$ cat src/rtl/door_io_pkg.sv
package door_io_pkg;

	// ==========================================================
	// Register map (byte addresses)
	localparam logic [7:0] REG_RELAY_CFG0 = 8'h00;
	localparam logic [7:0] REG_RELAY_CFG1 = 8'h04;
	localparam logic [7:0] REG_RELAY_CFG2 = 8'h08;
	localparam logic [7:0] REG_INPUT_CFG  = 8'h0C;
	localparam logic [7:0] REG_CONTROL    = 8'h10;
	localparam logic [7:0] REG_PULSE_LEN  = 8'h14;
	localparam logic [7:0] REG_STATUS     = 8'h18;
	localparam logic [7:0] REG_LOCK_DELAY = 8'h1C;

	// ==========================================================
	// Relay configuration word fields
	localparam int FUNC_LSB  = 0;
	localparam int SEL_LSB   = 4;
	localparam int BEHAV_LSB = 8;
	localparam int NUM_RELAY = 3;
	localparam int NUM_INPUT = 3;

	// ==========================================================
	// Relay function codes
	localparam logic [3:0] RF_OFF   = 4'h1;
	localparam logic [3:0] RF_END   = 4'h3;
	localparam logic [3:0] RF_LOCK  = 4'h4;
	localparam logic [3:0] RF_RADIO = 4'h5;
	localparam logic [3:0] RF_FAULT = 4'h6;
	localparam logic [3:0] RF_BRAKE = 4'h7;

	// Endposition selections
	localparam logic [3:0] EP_OPEN       = 4'h1;
	localparam logic [3:0] EP_CLOSED     = 4'h2;
	localparam logic [3:0] EP_BOTH       = 4'h3;
	localparam logic [3:0] EP_NOT_OPEN   = 4'h4;
	localparam logic [3:0] EP_NOT_CLOSED = 4'h5;
	localparam logic [3:0] EP_NOT_ANY    = 4'h6;

	// Behaviour codes
	localparam logic [1:0] BH_PERM   = 2'h1;
	localparam logic [1:0] BH_PULSE  = 2'h2;
	localparam logic [1:0] BH_TOGGLE = 2'h2;

	// Lock modes
	localparam logic [3:0] LK_PERM  = 4'h1;
	localparam logic [3:0] LK_OPEN  = 4'h2;
	localparam logic [3:0] LK_CLOSE = 4'h3;

	// ==========================================================
	// Input function codes
	localparam logic [3:0] IN_IMPULSE = 4'h2;
	localparam logic [3:0] IN_OPEN    = 4'h3;
	localparam logic [3:0] IN_PARTIAL = 4'h4;
	localparam logic [3:0] IN_CLOSE   = 4'h5;
	localparam logic [3:0] IN_STOP    = 4'h6;
	localparam logic [3:0] IN_SMOKE   = 4'h7;
	localparam logic [3:0] IN_LOCKREL = 4'h8;

	// ==========================================================
	// Reset values
	localparam logic [15:0] PULSE_LEN_RST  = 16'h0028;
	localparam logic [15:0] LOCK_DELAY_RST = 16'h0000;
	localparam logic [31:0] RELAY_CFG_RST  = 32'h0000_0001;
	localparam logic [31:0] INPUT_CFG_RST  = 32'h0000_0653;

endpackage

$ cat src/rtl/relay_pulse.sv
`timescale 1ns/1ps

// ==========================================================
// One-shot pulse timer, retriggerable
module relay_pulse (
	// Clock and reset
	input  wire logic        clock,
	input  wire logic        sys_rst,
	// Trigger and length
	input  wire logic        start,
	input  wire logic [15:0] length,
	// Pulse out
	output logic             active
);

	logic [15:0] count_q;

	// Load on start, count down to zero
	always_ff @(posedge clock) begin
		if (sys_rst) begin
			count_q <= 16'h0000;
		end else if (start) begin
			count_q <= (length == 16'h0000) ? 16'h0001 : length;
		end else if (count_q != 16'h0000) begin
			count_q <= count_q - 16'h0001;
		end
	end

	assign active = (count_q != 16'h0000);

endmodule

$ cat src/rtl/door_relay_io.sv
// The register offsets and the APB register port were chosen for this implementation.
`timescale 1ns/1ps

module door_relay_io (
	// Clock and reset
	input  wire logic        clock,
	input  wire logic        sys_rst,
	// APB slave
	input  wire logic        psel,
	input  wire logic        penable,
	input  wire logic        pwrite,
	input  wire logic [7:0]  paddr,
	input  wire logic [31:0] pwdata,
	output logic             pready,
	output logic [31:0]      prdata,
	output logic             pslverr,
	// Door state machine
	input  wire logic        at_upper,
	input  wire logic        at_lower,
	input  wire logic        at_partial,
	input  wire logic        stopped_exact,
	input  wire logic        moving,
	input  wire logic        move_request,
	input  wire logic        fault_block,
	input  wire logic        stop_block,
	input  wire logic        safety_block,
	// Radio receiver channels
	input  wire logic [2:0]  radio_ch,
	// Input terminals
	input  wire logic [2:0]  general_input_function,
	// Relay contacts
	output logic [2:0]       relay_out,
	// Decoded commands
	output logic             move_enable,
	output logic             cmd_impulse,
	output logic             cmd_open,
	output logic             cmd_partial,
	output logic             cmd_close,
	output logic             cmd_stop,
	output logic             smoke_alarm,
	output logic             lock_released
);

	// ==========================================================
	// Configuration registers
	logic [31:0] relay_cfg_q [door_io_pkg::NUM_RELAY];
	logic [31:0] input_cfg_q;
	logic        partial_en_q;
	logic [15:0] pulse_len_q;
	logic [15:0] lock_delay_q;

	logic wr_en;
	assign wr_en = psel & penable & pwrite;

	// Software writes, only on the access phase
	always_ff @(posedge clock) begin
		if (sys_rst) begin
			for (int i = 0; i < door_io_pkg::NUM_RELAY; i++) begin
				relay_cfg_q[i] <= door_io_pkg::RELAY_CFG_RST;
			end
			input_cfg_q  <= door_io_pkg::INPUT_CFG_RST;
			partial_en_q <= 1'b0;
			pulse_len_q  <= door_io_pkg::PULSE_LEN_RST;
			lock_delay_q <= door_io_pkg::LOCK_DELAY_RST;
		end else if (wr_en) begin
			case (paddr)
				door_io_pkg::REG_RELAY_CFG0: relay_cfg_q[0] <= pwdata;
				door_io_pkg::REG_RELAY_CFG1: relay_cfg_q[1] <= pwdata;
				door_io_pkg::REG_RELAY_CFG2: relay_cfg_q[2] <= pwdata;
				door_io_pkg::REG_INPUT_CFG:  input_cfg_q    <= pwdata;
				door_io_pkg::REG_CONTROL:    partial_en_q   <= pwdata[0];
				door_io_pkg::REG_PULSE_LEN:  pulse_len_q    <= pwdata[15:0];
				door_io_pkg::REG_LOCK_DELAY: lock_delay_q   <= pwdata[15:0];
				default: ;
			endcase
		end
	end

	// ==========================================================
	// Input synchronisers
	logic [2:0] gin_meta_q;
	logic [2:0] gin_q;
	logic [2:0] radio_meta_q;
	logic [2:0] radio_q;
	logic [2:0] radio_prev_q;

	always_ff @(posedge clock) begin
		if (sys_rst) begin
			gin_meta_q   <= 3'h0;
			gin_q        <= 3'h0;
			radio_meta_q <= 3'h0;
			radio_q      <= 3'h0;
			radio_prev_q <= 3'h0;
		end else begin
			gin_meta_q   <= general_input_function;
			gin_q        <= gin_meta_q;
			radio_meta_q <= radio_ch;
			radio_q      <= radio_meta_q;
			radio_prev_q <= radio_q;
		end
	end

	logic [2:0] radio_rise;
	assign radio_rise = radio_q & ~radio_prev_q;

	// ==========================================================
	// Door event detection
	logic upper_eff;
	logic upper_prev_q;
	logic lower_prev_q;
	logic moving_prev_q;
	logic req_prev_q;

	assign upper_eff = at_upper | (partial_en_q & at_partial);

	// Edge history of door state
	always_ff @(posedge clock) begin
		if (sys_rst) begin
			upper_prev_q  <= 1'b0;
			lower_prev_q  <= 1'b0;
			moving_prev_q <= 1'b0;
			req_prev_q    <= 1'b0;
		end else begin
			upper_prev_q  <= upper_eff;
			lower_prev_q  <= at_lower;
			moving_prev_q <= moving;
			req_prev_q    <= move_request;
		end
	end

	logic upper_rise;
	logic lower_rise;
	logic req_rise;
	assign upper_rise = upper_eff & ~upper_prev_q;
	assign lower_rise = at_lower & ~lower_prev_q;
	assign req_rise   = move_request & ~req_prev_q;

	// ==========================================================
	// Lock delay: hold movement until delay has run out
	logic [15:0] delay_cnt_q;
	logic        delay_run_q;

	always_ff @(posedge clock) begin
		if (sys_rst) begin
			delay_cnt_q <= 16'h0000;
			delay_run_q <= 1'b0;
		end else if (!move_request) begin
			delay_cnt_q <= 16'h0000;
			delay_run_q <= 1'b0;
		end else if (req_rise) begin
			delay_cnt_q <= lock_delay_q;
			delay_run_q <= (lock_delay_q != 16'h0000);
		end else if (delay_cnt_q > 16'h0001) begin
			delay_cnt_q <= delay_cnt_q - 16'h0001;
		end else begin
			delay_cnt_q <= 16'h0000;
			delay_run_q <= 1'b0;
		end
	end

	// Movement released only once the delay is over
	assign move_enable = move_request & ~req_rise & ~delay_run_q;

	// ==========================================================
	// Per-relay function logic
	logic [2:0] relay_d;
	logic [2:0] relay_q;
	logic [2:0] toggle_q;
	logic [2:0] pulse_start;
	logic [2:0] pulse_on;

	for (genvar r = 0; r < door_io_pkg::NUM_RELAY; r++) begin : g_relay
		logic [3:0] func;
		logic [3:0] sel;
		logic [1:0] behav;
		logic       ep_level;
		logic       ep_event;
		assign func  = relay_cfg_q[r][door_io_pkg::FUNC_LSB +: 4];
		assign sel   = relay_cfg_q[r][door_io_pkg::SEL_LSB +: 4];
		assign behav = relay_cfg_q[r][door_io_pkg::BEHAV_LSB +: 2];

		always_comb begin
			ep_level = 1'b0;
			ep_event = 1'b0;
			case (sel)
				door_io_pkg::EP_OPEN: begin
					ep_level = upper_eff;
					ep_event = upper_rise;
				end
				door_io_pkg::EP_CLOSED: begin
					ep_level = at_lower;
					ep_event = lower_rise;
				end
				door_io_pkg::EP_BOTH: begin
					ep_level = upper_eff | at_lower;
					ep_event = upper_rise | lower_rise;
				end
				door_io_pkg::EP_NOT_OPEN:   ep_level = ~upper_eff;
				door_io_pkg::EP_NOT_CLOSED: ep_level = ~at_lower;
				door_io_pkg::EP_NOT_ANY:    ep_level = ~(upper_eff | at_lower);
				default: ;
			endcase
		end

		// Pulse triggers for every pulse-type function
		always_comb begin
			pulse_start[r] = 1'b0;
			case (func)
				door_io_pkg::RF_END:
					pulse_start[r] = ep_event && (behav == door_io_pkg::BH_PULSE);
				door_io_pkg::RF_LOCK:
					case (sel)
						door_io_pkg::LK_OPEN:  pulse_start[r] = req_rise;
						door_io_pkg::LK_CLOSE: pulse_start[r] = lower_rise & stopped_exact;
						default: ;
					endcase
				door_io_pkg::RF_RADIO:
					pulse_start[r] = (sel >= 4'h1) && (sel <= 4'h3) &&
						radio_rise[sel[1:0] - 2'h1] && (behav == door_io_pkg::BH_PERM);
				default: ;
			endcase
		end

		relay_pulse u_pulse (
			.clock   (clock),
			.sys_rst (sys_rst),
			.start   (pulse_start[r]),
			.length  (pulse_len_q),
			.active  (pulse_on[r])
		);

		always_ff @(posedge clock) begin
			if (sys_rst) begin
				toggle_q[r] <= 1'b0;
			end else if (func != door_io_pkg::RF_RADIO) begin
				toggle_q[r] <= 1'b0;
			end else if ((behav == door_io_pkg::BH_TOGGLE) && (sel >= 4'h1) && (sel <= 4'h3) &&
				radio_rise[sel[1:0] - 2'h1]) begin
				toggle_q[r] <= ~toggle_q[r];
			end
		end

		// Relay next state by function
		always_comb begin
			relay_d[r] = 1'b0;
			case (func)
				door_io_pkg::RF_OFF: relay_d[r] = 1'b0;
				// hold or pulse for selections 1-3
				door_io_pkg::RF_END:
					if (sel <= door_io_pkg::EP_BOTH && behav == door_io_pkg::BH_PULSE) begin
						relay_d[r] = pulse_on[r];
					end else begin
						relay_d[r] = ep_level;
					end
				door_io_pkg::RF_LOCK:
					relay_d[r] = (sel == door_io_pkg::LK_PERM) ? moving : pulse_on[r];
				door_io_pkg::RF_RADIO:
					relay_d[r] = (behav == door_io_pkg::BH_TOGGLE) ? toggle_q[r] : pulse_on[r];
				door_io_pkg::RF_FAULT: relay_d[r] = fault_block;
				door_io_pkg::RF_BRAKE: relay_d[r] = moving;
				default: relay_d[r] = 1'b0;
			endcase
		end
	end

	always_ff @(posedge clock) begin
		if (sys_rst) begin
			relay_q <= 3'h0;
		end else begin
			relay_q <= relay_d;
		end
	end
	assign relay_out = relay_q;

	// ==========================================================
	// General input decode
	logic [7:0] cmd_d;
	logic [7:0] cmd_q;

	always_comb begin
		cmd_d = 8'h00;
		for (int i = 0; i < door_io_pkg::NUM_INPUT; i++) begin
			if (gin_q[i]) begin
				case (input_cfg_q[4*i +: 4])
					door_io_pkg::IN_IMPULSE: cmd_d[0] = 1'b1;
					door_io_pkg::IN_OPEN:    cmd_d[1] = 1'b1;
					door_io_pkg::IN_PARTIAL: cmd_d[2] = 1'b1;
					door_io_pkg::IN_CLOSE:   cmd_d[3] = 1'b1;
					door_io_pkg::IN_STOP:    cmd_d[4] = 1'b1;
					door_io_pkg::IN_SMOKE:   cmd_d[5] = 1'b1;
					door_io_pkg::IN_LOCKREL: cmd_d[6] = 1'b1;
					default: ;
				endcase
			end
		end
	end

	// Registered command levels
	always_ff @(posedge clock) begin
		if (sys_rst) begin
			cmd_q <= 8'h00;
		end else begin
			cmd_q <= cmd_d;
		end
	end

	assign cmd_impulse   = cmd_q[0];
	assign cmd_open      = cmd_q[1];
	assign cmd_partial   = cmd_q[2];
	assign cmd_close     = cmd_q[3];
	assign cmd_stop      = cmd_q[4];
	assign smoke_alarm   = cmd_q[5];
	assign lock_released = cmd_q[6];

	// ==========================================================
	// APB read, zero-wait
	logic [31:0] rdata_d;
	logic [31:0] rdata_q;

	// Read mux
	always_comb begin
		rdata_d = 32'h0000_0000;
		case (paddr)
			door_io_pkg::REG_RELAY_CFG0: rdata_d = relay_cfg_q[0];
			door_io_pkg::REG_RELAY_CFG1: rdata_d = relay_cfg_q[1];
			door_io_pkg::REG_RELAY_CFG2: rdata_d = relay_cfg_q[2];
			door_io_pkg::REG_INPUT_CFG:  rdata_d = input_cfg_q;
			door_io_pkg::REG_CONTROL:    rdata_d = {31'h0, partial_en_q};
			door_io_pkg::REG_PULSE_LEN:  rdata_d = {16'h0, pulse_len_q};
			door_io_pkg::REG_STATUS:     rdata_d = {21'h0, cmd_q[6:0], gin_q, 1'b0} | {29'h0, relay_q};
			door_io_pkg::REG_LOCK_DELAY: rdata_d = {16'h0, lock_delay_q};
			default: ;
		endcase
	end

	// Read data captured in setup cycle
	always_ff @(posedge clock) begin
		if (sys_rst) begin
			rdata_q <= 32'h0000_0000;
		end else if (psel && !penable && !pwrite) begin
			rdata_q <= rdata_d;
		end
	end

	assign pready  = 1'b1;
	assign prdata  = rdata_q;
	assign pslverr = 1'b0;

	// ==========================================================
	// Checks
	brake_move_a: assert property (@(posedge clock) disable iff (sys_rst)
		(relay_cfg_q[0][3:0] == door_io_pkg::RF_BRAKE) && $stable(relay_cfg_q[0]) |=> relay_out[0] == $past(moving))
		else $error("brake relay not following movement");
	off_relay_a: assert property (@(posedge clock) disable iff (sys_rst)
		(relay_cfg_q[1][3:0] == door_io_pkg::RF_OFF) |=> !relay_out[1])
		else $error("off relay driven");
	fault_ind_a: assert property (@(posedge clock) disable iff (sys_rst)
		(relay_cfg_q[2][3:0] == door_io_pkg::RF_FAULT) && $stable(relay_cfg_q[2]) |=> relay_out[2] == $past(fault_block))
		else $error("fault relay wrong");
	lock_hold_a: assert property (@(posedge clock) disable iff (sys_rst)
		req_rise && (lock_delay_q == 16'h0006) |=> !move_enable [*6] ##1 (move_enable || !move_request))
		else $error("movement not held for the lock delay");
	sync_in_a: assert property (@(posedge clock) disable iff (sys_rst)
		gin_q == $past(general_input_function, 2))
		else $error("input sync depth wrong");
	pulse_end_a: assert property (@(posedge clock) disable iff (sys_rst)
		pulse_start[0] && pulse_len_q == 16'h0004 |=> pulse_on[0] [*4] ##1 (!pulse_on[0] || $past(pulse_start[0])))
		else $error("pulse length wrong");
	partial_up_a: assert property (@(posedge clock) disable iff (sys_rst)
		(relay_cfg_q[0][9:0] == {door_io_pkg::BH_PERM, door_io_pkg::EP_OPEN, door_io_pkg::RF_END}) &&
		partial_en_q && at_partial |=> relay_out[0])
		else $error("partial not upper");
	stop_cmd_a: assert property (@(posedge clock) disable iff (sys_rst)
		gin_q[0] && input_cfg_q[3:0] == door_io_pkg::IN_STOP |=> cmd_stop)
		else $error("stop command missing");
	cv_pulse: cover property (@(posedge clock) pulse_start[0] ##1 pulse_on[0]);
	cv_toggle: cover property (@(posedge clock) $rose(toggle_q[0]));
	cv_delay: cover property (@(posedge clock) delay_run_q ##1 move_enable);

endmodule

$ cat config.mk
export PLATFORM = sky130hd
export DESIGN_NAME = door_relay_io
export DESIGN_NICKNAME = d
export VERILOG_FILES = /design/src/rtl/door_io_pkg.sv /design/src/rtl/relay_pulse.sv /design/src/rtl/door_relay_io.sv
export SDC_FILE = /design/constraint.sdc
export NUM_CORES = 1
export LEC_CHECK = 0
export CAP_MARGIN = 10
export CELL_PAD_IN_SITES_DETAIL_PLACEMENT = 2
export CELL_PAD_IN_SITES_GLOBAL_PLACEMENT = 2
export CORE_MARGIN = 4
export CORE_UTILIZATION = 39
export CTS_CLUSTER_DIAMETER = 80
export DETAILED_ROUTE_END_ITERATION = 8
export DONT_BUFFER_PORTS = 1
export HOLD_SLACK_MARGIN = 0.02
export PLACE_DENSITY_LB_ADDON = 0.1
export SYNTH_ARGS = -nofsm -noshare
export SYNTH_HDL_FRONTEND = slang
export SYNTH_SLANG_ARGS = --single-unit
$ cat constraint.sdc
create_clock -name clock -period 3.56 [get_ports clock]
set_input_delay 1.068 -clock clock [delete_from_list [all_inputs] [get_ports clock]]
set_output_delay 1.068 -clock clock [all_outputs]
set_load 0.05 [all_outputs]
==> out/qor.txt <==
Insertion delay to the later sink of the worst-skew pair: 0.53 ns
Half-perimeter wire length of the detailed placement result: 35,800 um
Synth top area cells: dfxtp_1 28%, edfxtp_1 21%, nand2_1 5.9%, a21oi_1 3.9%, a22oi_1 3.5%
GRT overflow: 0
Number of DRC markers after the initial detailed-route iteration: 711
CTS hold repair buffers: 0
Worst hold path type: flip-flop to flip-flop
Syn. warnings: 0
Via count of the first global-routing pass: 12.3k
Synth cell count leaders: 214 x nand2_1, 193 x dfxtp_1, 106 x a21oi_1
Critical Path Fanout Max: 7
CTS clk-pin slew, worst paths: 0.06 ns
Final hold vios: 0
Ratio of cells with drive above 1 in the final layout: 0.0884
List of cells traversed by the critical path: inv_1 -> ha_1 -> and4b_1 -> nor3_1 -> o21ai_0 -> nor2_1 -> buf_4 -> mux2i_1
H-tree levels: 2
Longest Clk Path Bufs: 3
Total wire length after detailed routing: 50,500 um
Synth Instances: 1,399
Total number of nets in the final design: 1,484
CTS Buf Count: 34
Total routing resource utilization after global routing: 0.261
Resized Gates After CTS: 0
Cell at the root of the clock tree: clkbuf_16
Most common cell in the synthesized netlist: nand2_1
Sum of negative setup slack: 0 ns
Clock sinks: 289
Initial antenna violation count: 1
Most common flop cell mapped by yosys: dfxtp_1
Fillers: 3,743
Flop and latch count out of synthesis: 289
Count of unique library cells instantiated by Yosys: 88
Synth Cell Area: 13,600 um^2
Via density per instance: 6.08
GP Congestion: 0.859
Most area-hungry cell type in the Yosys netlist: dfxtp_1
Max capacitance violation total: 0
Met2 Wirelength: 24,300 um
Site Rows: 68
Worst supply voltage drop on vdd: 0.335 mV
Global-route wire length before repair: 77,100 um
Starting utilization of the core area: 0.395
Clock tree from TritonCTS: built
Post-CTS Setup Inserts: 0
Setup repair after global routing missed its margin: false
Number of enable flip-flop cells after synthesis: 96
Max frequency: 342 MHz
Rel. slew slack: 0.202
Final count of negative-setup-slack endpoints: 0
Vert. Die Dim: 195 um
Data required time at the worst endpoint: 4.02 ns
Result of the run: finished clean
Min Clock Period, post-route: 2.92 ns
Post-synthesis to final-layout area growth: 12.0%
Number of slew-limit violations in the final report: 0
Total iterations of the first detailed-routing run: 7
Number of vias after detailed routing: 11.4k
DRC Markers: 0
Clock skew after layout: 0.0178 ns
Class of the most critical setup path: flip-flop to flip-flop
Largest net degree at the start of global routing: 137
Synthesized Nets: 1,482
Leakage: 5.33 nW
Critical Path Sink Type: flip-flop
Slew at the pin with the worst max-slew slack: 1.19 ns
Boundary pin count: 105
Fin crit share: 0.820
Library cell contributing the largest single delay on the critical path: edfxtp_1
Routed len/inst: 26.8 um
Post-synth ARST share: 0
Post-layout power: 9.73 mW
Mean Syn Cell Area: 9.75 um^2
Max incr delay on CP: 0.51 ns
Fraction of the yosys area taken by sequential cells: 0.495
Die Wd: 195 um
Worst Setup Start Kind: flip-flop
P per Cell Area: 637 nW/um^2
Standard cell core area: 34,500 um^2
Share of the synthesized area in the top cell type: 0.283
Die Footprint: 38,000 um^2
Routed met1 length: 21,800 um
Met3 wire len: 2970 um
Number of antenna cells inserted: 0
Data arrival time of the worst path: 3.38 ns
Highest Signal Layer: met4
Count of nets left with antenna violations after detail routing: 0
Number of buffers added on ports: 0
==> metal layers <==
layer,vias to the layer above,track usage
li1,5207,-
met2,295,0.439
met5,-,0
met3,79,0.0521
met1,5857,0.343
met4,0,0.0719
==> sequential cells by signal, indices dropped and copies added (netlist names) <==
name and cells:
radio_q 3, delay_run_q 1, partial_en_q 1, relay_cfg_q 96, upper_prev_q 1, g_relay.u_pulse.count_q 48
input_cfg_q 32, toggle_q 3, relay_out 3, gin_meta_q 3, delay_cnt_q 16, radio_meta_q 3
gin_q 3, cmd_q 7, lower_prev_q 1, req_prev_q 1, radio_prev_q 3, pulse_len_q 16
lock_delay_q 16, prdata 32
==> cells in the final DEF (no fill, tap or decap), types with 25 or more instances in the layout <==
master,instances
a21oi_1,106
a22oi_1,64
and2_1,36
buf_4,39
clkbuf_16,35
dfxtp_1,193
edfxtp_1,96
nand2_1,214
nand3_1,33
nand4_1,25
nor2_1,47
nor2b_1,29
o21ai_0,56
==> report_power, final <==
group | switching, mW | total (mW) | internal [mW]
combinational | 1.30 | 2.29 | 0.998
sequential | 0.354 | 4.07 | 3.72
clock | 1.42 | 3.36 | 1.94
total | 3.07 | 9.73 | 6.66
==> kinds of logic after synthesis <==
group,share of synthesized area
adder cells (fa/ha/maj),0.0211
multiplexers,0.0194
other,0.000551
AO/OA/AOI/OAI,0.180
buffers and inverters,0.0334
AND/OR/NAND/NOR,0.224
flip-flops,0.495
XOR/XNOR,0.0270
==> path summary, 6_finish.rpt <==
kind,to,depth (start not counted),from,slack [ns]
worst max-delay path,g_relay[2].u_pulse.count_q[10],8,relay_cfg_q[0][69],0.64
worst min register to register,radio_q[0],1,radio_meta_q[0],0.44
worst max register to register,g_relay[2].u_pulse.count_q[10],8,relay_cfg_q[0][69],0.64
worst min-delay path,radio_q[0],1,radio_meta_q[0],0.44
==> metrics by stage <==
step | hold WS [ns] | cell area, um^2 | std cells | utilization | setup WS (ns)
4_1_cts | 0.448 | 15300 | 1881 | 0.442 | 0.610
3_3_place_gp | 0.431 | 14200 | 1820 | 0.412 | 0.356
6_report | 0.443 | 15300 | 1881 | 0.442 | 0.639
3_5_place_dp | 0.434 | 14200 | 1820 | 0.412 | 0.331
2_1_floorplan | 0.414 | 13600 | 1399 | - | 0.252
5_1_grt | 0.460 | 15300 | 1881 | 0.442 | 0.451
==> critical path, delay by kind of cell (launching register included) <==
kind            cells  cell delay, ns
buf+inv             2            0.41
compound gates      1            0.31
flops               1            0.51
simple gates        3            1.10
fa+ha+maj           1            0.33
mux                 1            0.19
==> area by class of cell <==
type	instances	area (um^2)	share of cell area
multi-input combinational	1011	6450	0.422
sequential	289	6750	0.442
clock buffer	53	1000	0.0657
inverter	22	82.6	0.00541
clock inverter	8	48.8	0.00320
tap	455	569	0.0373
timing repair buffer	43	373	0.0244
No activity file was read; power rests on OpenSTA's default activity.
